**config.mk**
```make
export PLATFORM = sky130hd
export DESIGN_NAME = ppw_page_walker
export DESIGN_NICKNAME = d
export VERILOG_FILES = /design/src/include/ppw_pkg.sv /design/src/hw/ppw_page_walker.sv
export VERILOG_INCLUDE_DIRS = /design/src /design/src/include
export SDC_FILE = /design/constraint.sdc
export NUM_CORES = 1
export LEC_CHECK = 0
export BUFFER_PORTS_ARGS = -buffer_cell sky130_fd_sc_hd__buf_4
export CORE_UTILIZATION = 40
export CTS_BUF_LIST = sky130_fd_sc_hd__clkbuf_16
export CTS_CLUSTER_SIZE = 24
export DETAILED_ROUTE_END_ITERATION = 10
export PLACE_DENSITY = 0.63
export SLEW_MARGIN = 10
export SYNTH_ARGS = -nofsm -noshare
export SYNTH_HDL_FRONTEND = slang
export SYNTH_SLANG_ARGS = --single-unit
```
**constraint.sdc**
```tcl
create_clock -name ref_clk -period 1.8 [get_ports ref_clk]
set_input_delay 0.09 -clock ref_clk [delete_from_list [all_inputs] [get_ports ref_clk]]
set_output_delay 0.09 -clock ref_clk [all_outputs]
set_load 0.03 [all_outputs]
```
**src/include/ppw_page_walker_cfg.svh**
```systemverilog
/*
  Constants of the extended-address page walker: register offsets, field positions,
  reserved-bit masks and reset values. Assumes inclusion by bare name from include/.
*/
`ifndef PPW_PAGE_WALKER_CFG_SVH
`define PPW_PAGE_WALKER_CFG_SVH

// ----------------------------------------------------------------
// register offsets (byte addresses, one aligned word each)
// ----------------------------------------------------------------
`define PPW_OFF_SYS_CONTROL_0   8'h00
`define PPW_OFF_FEATURE_CONTROL 8'h04
`define PPW_OFF_ROOT_POINTER    8'h08
`define PPW_OFF_ID_FEATURES     8'h0c
`define PPW_OFF_STATUS          8'h10
`define PPW_OFF_PHYS_WIDTH      8'h14
`define PPW_OFF_FAULT_LINEAR    8'h18
`define PPW_OFF_LAST_FRAME      8'h1c

// ----------------------------------------------------------------
// field positions
// ----------------------------------------------------------------
`define PPW_BIT_PAGING_ON       31
`define PPW_BIT_ADDR_EXT_ON     5
`define PPW_BIT_LARGE_PAGE_EXT  4
`define PPW_BIT_ID_ADDR_EXT     6
`define PPW_BIT_PRESENT         0
`define PPW_BIT_ACCESSED        5
`define PPW_BIT_DIRTY           6
`define PPW_BIT_LARGE_SELECT    7
`define PPW_ROOT_BASE_LSB       5

// ----------------------------------------------------------------
// widths and reserved-bit masks of 64-bit entries
// ----------------------------------------------------------------
`define PPW_PHYS_WIDTH          36
`define PPW_RSVD_POINTER        64'hffff_fff0_0000_01e6
`define PPW_RSVD_TABLE          64'hffff_fff0_0000_0000
`define PPW_RSVD_LARGE          64'hffff_fff0_001f_e000

// ----------------------------------------------------------------
// reset values
// ----------------------------------------------------------------
`define PPW_RST_SYS_CONTROL_0   32'h0000_0000
`define PPW_RST_FEATURE_CONTROL 32'h0000_0000
`define PPW_RST_ROOT_POINTER    32'h0000_0000

`endif

```
**src/include/ppw_pkg.sv**
```systemverilog
/*
  Types of the extended-address page walker: walk states and the request and
  answer carriers. Assumes ppw_page_walker_cfg.svh is reachable on the include path.
*/
`include "ppw_page_walker_cfg.svh"

package ppw_pkg;

  typedef enum logic [2:0] {
    S_IDLE = 3'h0,
    S_PTR  = 3'h1,
    S_DIR  = 3'h3,
    S_TBL  = 3'h2,
    S_UPD  = 3'h6,
    S_DONE = 3'h7
  } ppw_state_t;

  typedef struct packed {
    logic [31:0] lin;
    logic        write;
  } ppw_req_t;

  typedef struct packed {
    logic [`PPW_PHYS_WIDTH-1:0] phys;
    logic                       page_fault;
    logic                       prot_fault;
  } ppw_rsp_t;

endpackage

```
**src/hw/ppw_page_walker.sv**
```systemverilog
/*
  Extended-address page walker: translates 32-bit linear addresses to 36-bit physical
  addresses through a pointer table, directory and table held in system memory, and
  writes back accessed and dirty flags. Assumes a memory port that holds mem_rdata
  valid with mem_ack, and a register master issuing one-cycle strobes.
*/
//
// Contract
// - translate only when paging_on and addr_extension_on are both set
// - physical addresses are 36 bits wide in extended mode
// - 4-KByte and 2-MByte pages mix within one set of tables
// - every entry is 64 bits; directories and tables hold 512 entries
// - pointer table above the directory holds exactly four entries
// - root pointer bits 31:5 locate the pointer table on 32 bytes
// - linear bits 31:30 pick the pointer-table entry
// - linear bits 29:21 index the directory
// - small pages: bits 20:12 index the table, 11:0 are offset
// - large pages skip the table; bits 20:0 are the offset
// - directory bit 7 clear means table, set means 2-MByte page
// - large_page_ext is ignored for page size in extended mode
// - table-pointing bases are the upper 24 bits, 4-KByte aligned
// - large-page base is the upper 15 bits, 2-MByte aligned
// - check pointer-entry present bit; clear means other bits are meaningless
// - accessed and dirty exist only in page-mapping entries
// - bits 9 to 11 ignored; non-present entries ignore bits 1 to 63
// - nonzero reserved bits in directory or table entries raise page_fault_exc
// - nonzero reserved bits in a pointer entry raise protection_fault_exc
// - bases locate a directory, a table or page, a page
// - feature flag bit 6 reports address-extension support
// - set accessed on first access, never clear it
// - set dirty on first write, never clear it
`timescale 1ns/1ps
`include "ppw_page_walker_cfg.svh"

module ppw_page_walker (
  input  wire logic             ref_clk,
  input  wire logic             rst,
  input  wire logic             ce,
  input  wire logic [7:0]       reg_addr,
  input  wire logic [31:0]      reg_wdata,
  input  wire logic             reg_wr,
  input  wire logic             reg_rd,
  output logic      [31:0]      reg_rdata,
  input  wire ppw_pkg::ppw_req_t req,
  input  wire logic             req_valid,
  output logic                  req_ready,
  output logic                  rsp_valid,
  output ppw_pkg::ppw_rsp_t     rsp,
  output logic                  mem_req,
  output logic                  mem_we,
  output logic      [35:0]      mem_addr,
  output logic      [63:0]      mem_wdata,
  input  wire logic             mem_ack,
  input  wire logic [63:0]      mem_rdata
);
  import ppw_pkg::*;

  // ----------------------------------------------------------------
  // state
  // ----------------------------------------------------------------
  ppw_state_t  state;
  logic [31:0] system_control_0;
  logic [31:0] feature_control_word;
  logic [31:0] translation_root_pointer;
  logic [31:0] lin_q;
  logic        wr_q;
  logic        large_q;
  logic        ext_q;
  logic [31:0] fault_linear;
  ppw_rsp_t    rsp_q;

  logic        paging_on;
  logic        addr_extension_on;
  logic        large_page_ext;
  logic        ext_mode;
  logic        ent_present;
  logic        ent_large;
  logic        ptr_rsvd;
  logic        dir_rsvd;
  logic        tbl_rsvd;
  logic        need_upd;
  logic [63:0] upd_data;
  logic [35:0] ptr_addr;
  logic [35:0] dir_addr;
  logic [35:0] tbl_addr;
  logic [35:0] small_phys;
  logic [35:0] large_phys;
  logic [31:0] id_features;
  logic [31:0] status_word;

  // ----------------------------------------------------------------
  // decode of control bits and of the fetched entry
  // ----------------------------------------------------------------
  assign paging_on         = system_control_0[`PPW_BIT_PAGING_ON];
  assign addr_extension_on = feature_control_word[`PPW_BIT_ADDR_EXT_ON];
  assign large_page_ext    = feature_control_word[`PPW_BIT_LARGE_PAGE_EXT];
  assign ext_mode          = paging_on & addr_extension_on;

  // bits 9..11 never enter any mask or field, so software may use them
  assign ent_present = mem_rdata[`PPW_BIT_PRESENT];
  // page size comes from the entry alone; large_page_ext is not consulted
  assign ent_large   = mem_rdata[`PPW_BIT_LARGE_SELECT];
  assign ptr_rsvd    = |(mem_rdata & `PPW_RSVD_POINTER);
  assign dir_rsvd    = |(mem_rdata & (ent_large ? `PPW_RSVD_LARGE : `PPW_RSVD_TABLE));
  assign tbl_rsvd    = |(mem_rdata & `PPW_RSVD_TABLE);

  // flags are only ever or-ed in, so hardware never clears them
  assign need_upd = ~mem_rdata[`PPW_BIT_ACCESSED] | (wr_q & ~mem_rdata[`PPW_BIT_DIRTY]);
  always_comb begin
    upd_data = mem_rdata;
    upd_data[`PPW_BIT_ACCESSED] = 1'b1;
    if (wr_q) begin
      upd_data[`PPW_BIT_DIRTY] = 1'b1;
    end
  end

  // ----------------------------------------------------------------
  // address formation, 64-bit entries so index is scaled by eight
  // ----------------------------------------------------------------
  assign ptr_addr   = {4'h0, translation_root_pointer[31:`PPW_ROOT_BASE_LSB],
                       req.lin[31:30], 3'h0};
  assign dir_addr   = {mem_rdata[35:12], lin_q[29:21], 3'h0};
  assign tbl_addr   = {mem_rdata[35:12], lin_q[20:12], 3'h0};
  assign small_phys = {mem_rdata[35:12], lin_q[11:0]};
  assign large_phys = {mem_rdata[35:21], lin_q[20:0]};

  // ----------------------------------------------------------------
  // handshakes
  // ----------------------------------------------------------------
  assign req_ready = (state == S_IDLE);
  assign rsp_valid = (state == S_DONE);
  assign rsp       = rsp_q;
  assign mem_req   = (state == S_PTR) || (state == S_DIR) || (state == S_TBL) || (state == S_UPD);
  assign mem_we    = (state == S_UPD);

  // ----------------------------------------------------------------
  // walk sequencer
  // ----------------------------------------------------------------
  always_ff @(posedge ref_clk) begin
    if (rst) begin
      state     <= S_IDLE;
      lin_q     <= 32'h0000_0000;
      wr_q      <= 1'b0;
      large_q   <= 1'b0;
      ext_q     <= 1'b0;
      mem_addr  <= 36'h0_0000_0000;
      mem_wdata <= 64'h0000_0000_0000_0000;
      rsp_q     <= '0;
    end else if (ce) begin
      case (state)
        S_IDLE: begin
          if (req_valid) begin
            lin_q   <= req.lin;
            wr_q    <= req.write;
            large_q <= 1'b0;
            ext_q   <= ext_mode;
            if (ext_mode) begin
              mem_addr <= ptr_addr;
              state    <= S_PTR;
            end else begin
              // outside extended mode the address passes untranslated
              rsp_q <= '{phys: {4'h0, req.lin}, page_fault: 1'b0, prot_fault: 1'b0};
              state <= S_DONE;
            end
          end
        end
        S_PTR: begin
          if (mem_ack) begin
            if (!ent_present) begin
              rsp_q <= '{phys: '0, page_fault: 1'b1, prot_fault: 1'b0};
              state <= S_DONE;
            end else if (ptr_rsvd) begin
              rsp_q <= '{phys: '0, page_fault: 1'b0, prot_fault: 1'b1};
              state <= S_DONE;
            end else begin
              mem_addr <= dir_addr;
              state    <= S_DIR;
            end
          end
        end
        S_DIR: begin
          if (mem_ack) begin
            if (!ent_present || dir_rsvd) begin
              rsp_q <= '{phys: '0, page_fault: 1'b1, prot_fault: 1'b0};
              state <= S_DONE;
            end else if (ent_large) begin
              large_q    <= 1'b1;
              rsp_q      <= '{phys: large_phys, page_fault: 1'b0, prot_fault: 1'b0};
              mem_wdata  <= upd_data;
              // mem_addr still points at this entry for the flag write-back
              state      <= need_upd ? S_UPD : S_DONE;
            end else begin
              mem_addr <= tbl_addr;
              state    <= S_TBL;
            end
          end
        end
        S_TBL: begin
          if (mem_ack) begin
            if (!ent_present || tbl_rsvd) begin
              rsp_q <= '{phys: '0, page_fault: 1'b1, prot_fault: 1'b0};
              state <= S_DONE;
            end else begin
              rsp_q     <= '{phys: small_phys, page_fault: 1'b0, prot_fault: 1'b0};
              mem_wdata <= upd_data;
              state     <= need_upd ? S_UPD : S_DONE;
            end
          end
        end
        S_UPD: begin
          if (mem_ack) begin
            state <= S_DONE;
          end
        end
        S_DONE: begin
          state <= S_IDLE;
        end
        default: begin
          state <= S_IDLE;
        end
      endcase
    end
  end

  // ----------------------------------------------------------------
  // fault address capture
  // ----------------------------------------------------------------
  always_ff @(posedge ref_clk) begin
    if (rst) begin
      fault_linear <= 32'h0000_0000;
    end else if (ce && rsp_valid && (rsp_q.page_fault || rsp_q.prot_fault)) begin
      fault_linear <= lin_q;
    end
  end

  // ----------------------------------------------------------------
  // control registers
  // ----------------------------------------------------------------
  // changes take effect at the next walk; a walk in flight keeps its mode
  always_ff @(posedge ref_clk) begin
    if (rst) begin
      system_control_0         <= `PPW_RST_SYS_CONTROL_0;
      feature_control_word     <= `PPW_RST_FEATURE_CONTROL;
      translation_root_pointer <= `PPW_RST_ROOT_POINTER;
    end else if (ce && reg_wr) begin
      case (reg_addr)
        `PPW_OFF_SYS_CONTROL_0:   system_control_0         <= reg_wdata;
        `PPW_OFF_FEATURE_CONTROL: feature_control_word     <= reg_wdata;
        `PPW_OFF_ROOT_POINTER:    translation_root_pointer <= reg_wdata;
        default: begin
        end
      endcase
    end
  end

  // ----------------------------------------------------------------
  // read-back
  // ----------------------------------------------------------------
  always_comb begin
    id_features = 32'h0000_0000;
    id_features[`PPW_BIT_ID_ADDR_EXT] = 1'b1;
  end
  assign status_word = {25'h000_0000, large_page_ext, ext_q, large_q,
                        rsp_q.prot_fault, rsp_q.page_fault, ext_mode, ~req_ready};

  always_ff @(posedge ref_clk) begin
    if (rst) begin
      reg_rdata <= 32'h0000_0000;
    end else if (ce) begin
      reg_rdata <= 32'h0000_0000;
      if (reg_rd) begin
        case (reg_addr)
          `PPW_OFF_SYS_CONTROL_0:   reg_rdata <= system_control_0;
          `PPW_OFF_FEATURE_CONTROL: reg_rdata <= feature_control_word;
          `PPW_OFF_ROOT_POINTER:    reg_rdata <= translation_root_pointer;
          `PPW_OFF_ID_FEATURES:     reg_rdata <= id_features;
          `PPW_OFF_STATUS:          reg_rdata <= status_word;
          `PPW_OFF_PHYS_WIDTH:      reg_rdata <= 32'(`PPW_PHYS_WIDTH);
          `PPW_OFF_FAULT_LINEAR:    reg_rdata <= fault_linear;
          `PPW_OFF_LAST_FRAME:      reg_rdata <= {8'h00, rsp_q.phys[35:12]};
          default:                  reg_rdata <= 32'h0000_0000;
        endcase
      end
    end
  end

  logic accept;
  assign accept = req_valid && req_ready && ce;
endmodule

```
; ---- After elaboration in Yosys (flattened, before gate mapping)
; Cells that the tools add are included.
[classes]
n_eq_ne = 27
mux = 48
bitwise = 7
reduce_logical = 28
[op_table]
columns = op, n
row1 = 2-to-1 mux 38 bit, 10
row2 = 2-to-1 mux 64 bit, 5
row3 = 2-to-1 mux 36 bit, 8
row4 = one-hot mux 32 bit (8 select lines), 1
row5 = one-hot mux 38 bit (4 select lines), 1
row6 = one-hot mux 64 bit (2 select lines), 1
row7 = one-hot mux 36 bit (3 select lines), 1
row8 = bitwise AND 64 bit, 1
row9 = OR reduction 64 bit, 1
row10 = OR reduction 34 bit, 1
row11 = "equality test 8 x 5 -> 1 bit, second input constant", 4
row12 = 2-to-1 mux 32 bit, 1
row13 = 2-to-1 mux 3 bit, 10
row14 = OR reduction 28 bit, 1
row15 = "!= test 2 bit, second input constant", 11
row16 = 2-to-1 mux 21 bit, 1
row17 = "equality test 8 x 4 -> 1 bit, second input constant", 2
row18 = one-hot mux 3 bit (5 select lines), 1
row19 = AND reduction 6 bit, 2
row20 = AND reduction 10 bit, 1
row21 = AND reduction 9 bit, 1
row22 = "equality test 8 x 3 -> 1 bit, second input constant", 1
row23 = logical NOT 8 bit, 1
row24 = 2-to-1 mux 1 bit, 7
row25 = 20 further kinds, 36
[word_totals]
reg_bits = 336
input_bits = 144
output_inout_bits = 174
word_cells = 125

; ---- Depth between registers and ports, before layout
[logic_depth]
depth_word = 8
depth_mapped = 8
ltp_nobuf = 5

; ---- Worst setup path before layout
; No wires, ideal clock.
[synth_timing]
path_kind = register to register
from = reg state[1]
to = reg lin_q[11]
arrival_ns = 2.405
slack_ns = -0.675
stages_incl_launch_ff = 9
synth_period_minus_slack_ns = 2.475
path_cell_list = dfxtp_1 buf_2 buf_2 nor3_1 and3_1 clkbuf_1 clkbuf_1 nand2_1 a21oi_1
[synth_via]
elab_chain_cells = 2
[synth_rtl]
columns = element, line_no
row1 = from (decl), ppw_page_walker.sv:61  ; ppw_state_t state;
row2 = from (signal assigned), ppw_page_walker.sv:191  ; state <= need_upd ? S_UPD : S_DONE;
row3 = from (signal assigned), ppw_page_walker.sv:206  ; state <= need_upd ? S_UPD : S_DONE;
row4 = logical NOT 3 bit, --
row5 = net req_ready, ppw_page_walker.sv:46  ; output logic req_ready,
row6 = AND reduction 3 bit (no line), --
row7 = to (signal assigned), ppw_page_walker.sv:153  ; lin_q <= req.lin;
row8 = to (decl), ppw_page_walker.sv:65  ; logic [31:0] lin_q;
; The timed path passes the listed nets, and every way through them passes these cells.
; A chain may end at the register's enable or synchronous reset.

; ---- Worst setup path in the final report
[layout_timing]
from = reg state[0]
to = reg mem_addr[21]
[layout_via]
elab_chain_cells = 3
[layout_rtl]
columns = element, line_no
row1 = equality test 3 x 2 -> 1 bit (tied with other cells), ppw_page_walker.sv:150  ; case (state)
row2 = != test 2 bit (no line) (tied with other cells), --
row3 = AND reduction 10 bit (no line), --
row4 = to (signal assigned), ppw_page_walker.sv:158  ; mem_addr <= ptr_addr;
row5 = to (signal assigned), ppw_page_walker.sv:176  ; mem_addr <= dir_addr;
row6 = to (signal assigned), ppw_page_walker.sv:193  ; mem_addr <= tbl_addr;
row7 = to (decl), ppw_page_walker.sv:51  ; output logic [35:0] mem_addr,
; Several ways; a longest one is shown, not always the timed one.

==> run_results.csv <==
group,metric,value,unit
pwr,leakagePower,7.88,nW
clocking,cts.clk_slew.worst_paths,0.06,ns
global_route,grt_overflow_total,0,
logic_synthesis,syn_area,14000,µm²
cells_and_area,utilization,58.2,%
timing,finalSetupViolations,0,
logic_synthesis,synth_cells,1712,
global_route,grt_max_degree,83,
worst_setup_path,cpMaxStageDelayCell,"dfxtp_4",
worst_setup_path,crit_path_cell_trace,"buf_6 > buf_4 > nor3_2 > nor3_1 > buf_4 > nand4_2 > buf_12 > mux2_2",
status,outcome,"completed",
clocking,root_buffer,"clkbuf_16",
logic_synthesis,synth_cell_types,62,
drt,via_per_inst,5.55,
drt,postRouteAntennaNets,0,
cells_and_area,stdcell_area,20100,µm²
timing,fmax,0.561,GHz
drt,drc,0,
clocking,numCtsBuffers,37,
clocking,cts_tree,"done",
worst_setup_path,worstPathArrival,2.20,ns
drt,num_vias,14700,
drt,avgRoutedWirePerCell,20.8,µm
cells_and_area,layout.nets,2310,
logic_synthesis,ys_warn_count,0,
floorplan,fp.dieW,189,µm
hold_path,min_path_type,"in2reg",
floorplan,die_area,35800,µm²
cells_and_area,fillerInstances,3227,
cells_and_area,diodes,0,
floorplan,start_util,40.6,%
floorplan,num_rows,68,
clocking,h-tree-depth,2,
logic_synthesis,ys_seq_area_share,47.6,%
global_route,grt_pass1_wl,82500,µm
logic_synthesis,synth-edff-count,0,
timing,final-hold-violation-count,0,
timing,min_period,1.78,ns
clocking,cts_sinks,333,
drt,dr.first_iter.drc_count,1511,
pwr,ir_worst_vdd,0.000726,V
worst_setup_path,critPathKind,"reg2reg",
logic_synthesis,async_flop_share,0,%
global_route,grt_usage,29.8,%
cells_and_area,drive_above_1_share,26.6,%
pwr,p_per_area,898,nW/µm²
floorplan,die_h,189,µm
run,maxCapViolations,0,
timing,rsz0062_at_grt,"yes",
logic_synthesis,syn_area_per_cell,8.18,µm²
cells_and_area,area_growth,43.5,%
worst_setup_path,critPathLaunchType,"flop",
timing,finClkSkew,0.0133,ns
clocking,clock_latency,0.53,ns
placed_design,gp_congestion,0.917,
drt,drt-total-wl,55100,µm
logic_synthesis,ys_ff_latch,333,
placed_design,dp_hpwl,40300,µm
timing,fin_tns_setup,0,ns
worst_setup_path,cp.required,2.22,ns
worst_setup_path,path_max_fanout,22,
global_route,antenna_found_initial,1,
timing,period_share,99.1,%
placed_design,postPlaceCellArea,17700,µm²
floorplan,core_area,34500,µm²
timing,slew_violations,0,
logic_synthesis,synth_ff_type,"dfxtp_1",
global_route,grt_pass1_vias,14100,
placed_design,io_buffers,314,
floorplan,pin_count,318,
clocking,max-clock-path-buffers,3,
worst_setup_path,crit_path_end_kind,"flop",
worst_setup_path,cp_slowest_stage_delay,0.37,ns
worst_setup_path,cpMostUsedCell,"buf_4",
drt,firstDrtPassIters,6,
-- registers in the layout (all words and copies together) (netlist names) --
| register | count |
|---|---|
| ext_q | 1 |
| rsp | 38 |
| large_q | 1 |
| mem_wdata | 64 |
| wr_q | 1 |
| lin_q | 32 |
| state | 3 |
| translation_root_pointer | 32 |
| feature_control_word | 32 |
| fault_linear | 32 |
| system_control_0 | 32 |
| reg_rdata | 32 |
| mem_addr | 33 |
-- synth_stat cells (3+ instances only) --
library cell    n  area (µm²)
a21boi_0        4        30.0
a21o_1          3        22.5
a21oi_1       251        1260
a221o_1        13         130
a221oi_1       49         429
a22o_1         29         254
a22oi_1        36         270
a32oi_1        23         201
and2_1         29         181
and3_1          4        25.0
buf_2          24         120
buf_4           9        67.6
buf_6           3        33.8
clkbuf_1      113         424
dfxtp_1       333        6670
inv_1          41         154
mux2_2         20         225
mux2i_1        26         260
mux4_2          3        67.6
nand2_1       438        1640
nand2b_1        5        31.3
nand3_1        72         360
nand4_1         7        43.8
nor2_1         18        67.6
nor2b_1        22         138
nor3_1         20         100
nor4_1         10        62.6
o211ai_1       12        90.1
o21ai_0        43         215
o21ai_1         9        45.0
or4_1           3        22.5
-- metrics by stage --
step           hold WS (ns)  instances  power [mW]  setup slack (ns)
2_1_floorplan         0.226       1714        9.30            -0.155
5_1_grt              0.0159       2645        18.6           -0.0443
3_5_place_dp          0.358       2470        10.7            -0.278
4_1_cts             0.00684       2634        18.0         0.0000751
3_3_place_gp          0.345       2470        10.7            -0.252
6_report             0.0265       2645        18.1            0.0160
-- logic make-up (layout without fill, tap and decap cells) --
kind of cell | after synthesis | in the layout | synth area share, %
simple gates | 645 | 645 | 20.5
compound gates | 488 | 488 | 22.0
flops | 333 | 333 | 47.6
buf+inv | 195 | 671 | 5.85
mux | 50 | 50 | 4.05
other cells | 1 | 3 | 0.0268
-- report_power, final --
group	switching [mW]	total (mW)	leakage [nW]	internal [mW]
Combinational	1.74	3.13	4.61	1.38
Clock	3.07	7.11	0.576	4.04
Sequential	0.258	7.82	2.69	7.57
-- layout make-up --
type	instances	area [µm²]	share of cell area (%)
clock buffers	39	976	4.85
clock inverters	24	135	0.672
inverters	43	165	0.821
multi-input cells	1186	6720	33.4
flip-flops and latches	333	6670	33.2
well taps	455	569	2.83
repair buffers	565	4870	24.2
-- cells in the final DEF, fill, tap and decap left out, drive strengths merged, types with 36 or more instances in the layout --
master / Yosys / final
clkbuf: 114 / 41
o21ai: 52 / 52
dlygate4sd3: 0 / 99
a22oi: 36 / 36
buf: 38 / 464
nand2: 438 / 438
inv: 41 / 50
dfxtp: 333 / 333
nand3: 72 / 72
a221oi: 49 / 49
a21oi: 253 / 253
-- per-layer routing --
| metal | global-route usage, % | part of all wire [%] | vias up |
|---|---|---|---|
| li1 | - | - | 6896 |
| met1 | 39.2 | 42 | 6971 |
| met2 | 49.0 | 47 | 701 |
| met3 | 5.32 | 8.4 | 113 |
| met4 | 10.3 | 3.3 | 0 |
| met5 | 0 | 0 | - |
-- path summary, 6_finish.rpt --
| check | from | end | slack [ns] | depth (start not counted) |
|---|---|---|---|---|
| setup / recovery | state[0]$_SDFFE_PP0P_ | mem_addr[21]$_SDFFE_PP0P_ | 0.02 | 8 |
| hold / removal | mem_rdata[15] | mem_wdata[15]$_SDFFE_PP0P_ | 0.03 | 4 |
| setup reg to reg | state[0]$_SDFFE_PP0P_ | mem_addr[21]$_SDFFE_PP0P_ | 0.02 | 8 |
| hold reg to reg | reg_rdata[6]$_SDFFE_PP0P_ | reg_rdata[6]$_SDFFE_PP0P_ | 0.45 | 2 |
-- worst max-delay path: cells and delay by family, from the launching register on --
kind	cells	cell delay, ns
buf+inv	4	0.60
flops	1	0.37
mux	1	0.35
simple gates	3	0.34
-- repair_timing --
action,4_1_cts,5_1_grt
setup buffers,2,10
hold buffers,99,0
gates cloned,0,1
pin swaps,0,11
setup endpoints to repair,50,127
gates resized for setup,9,31
hold endpoints to repair,191,0
Power figures use the tool's default switching activity.
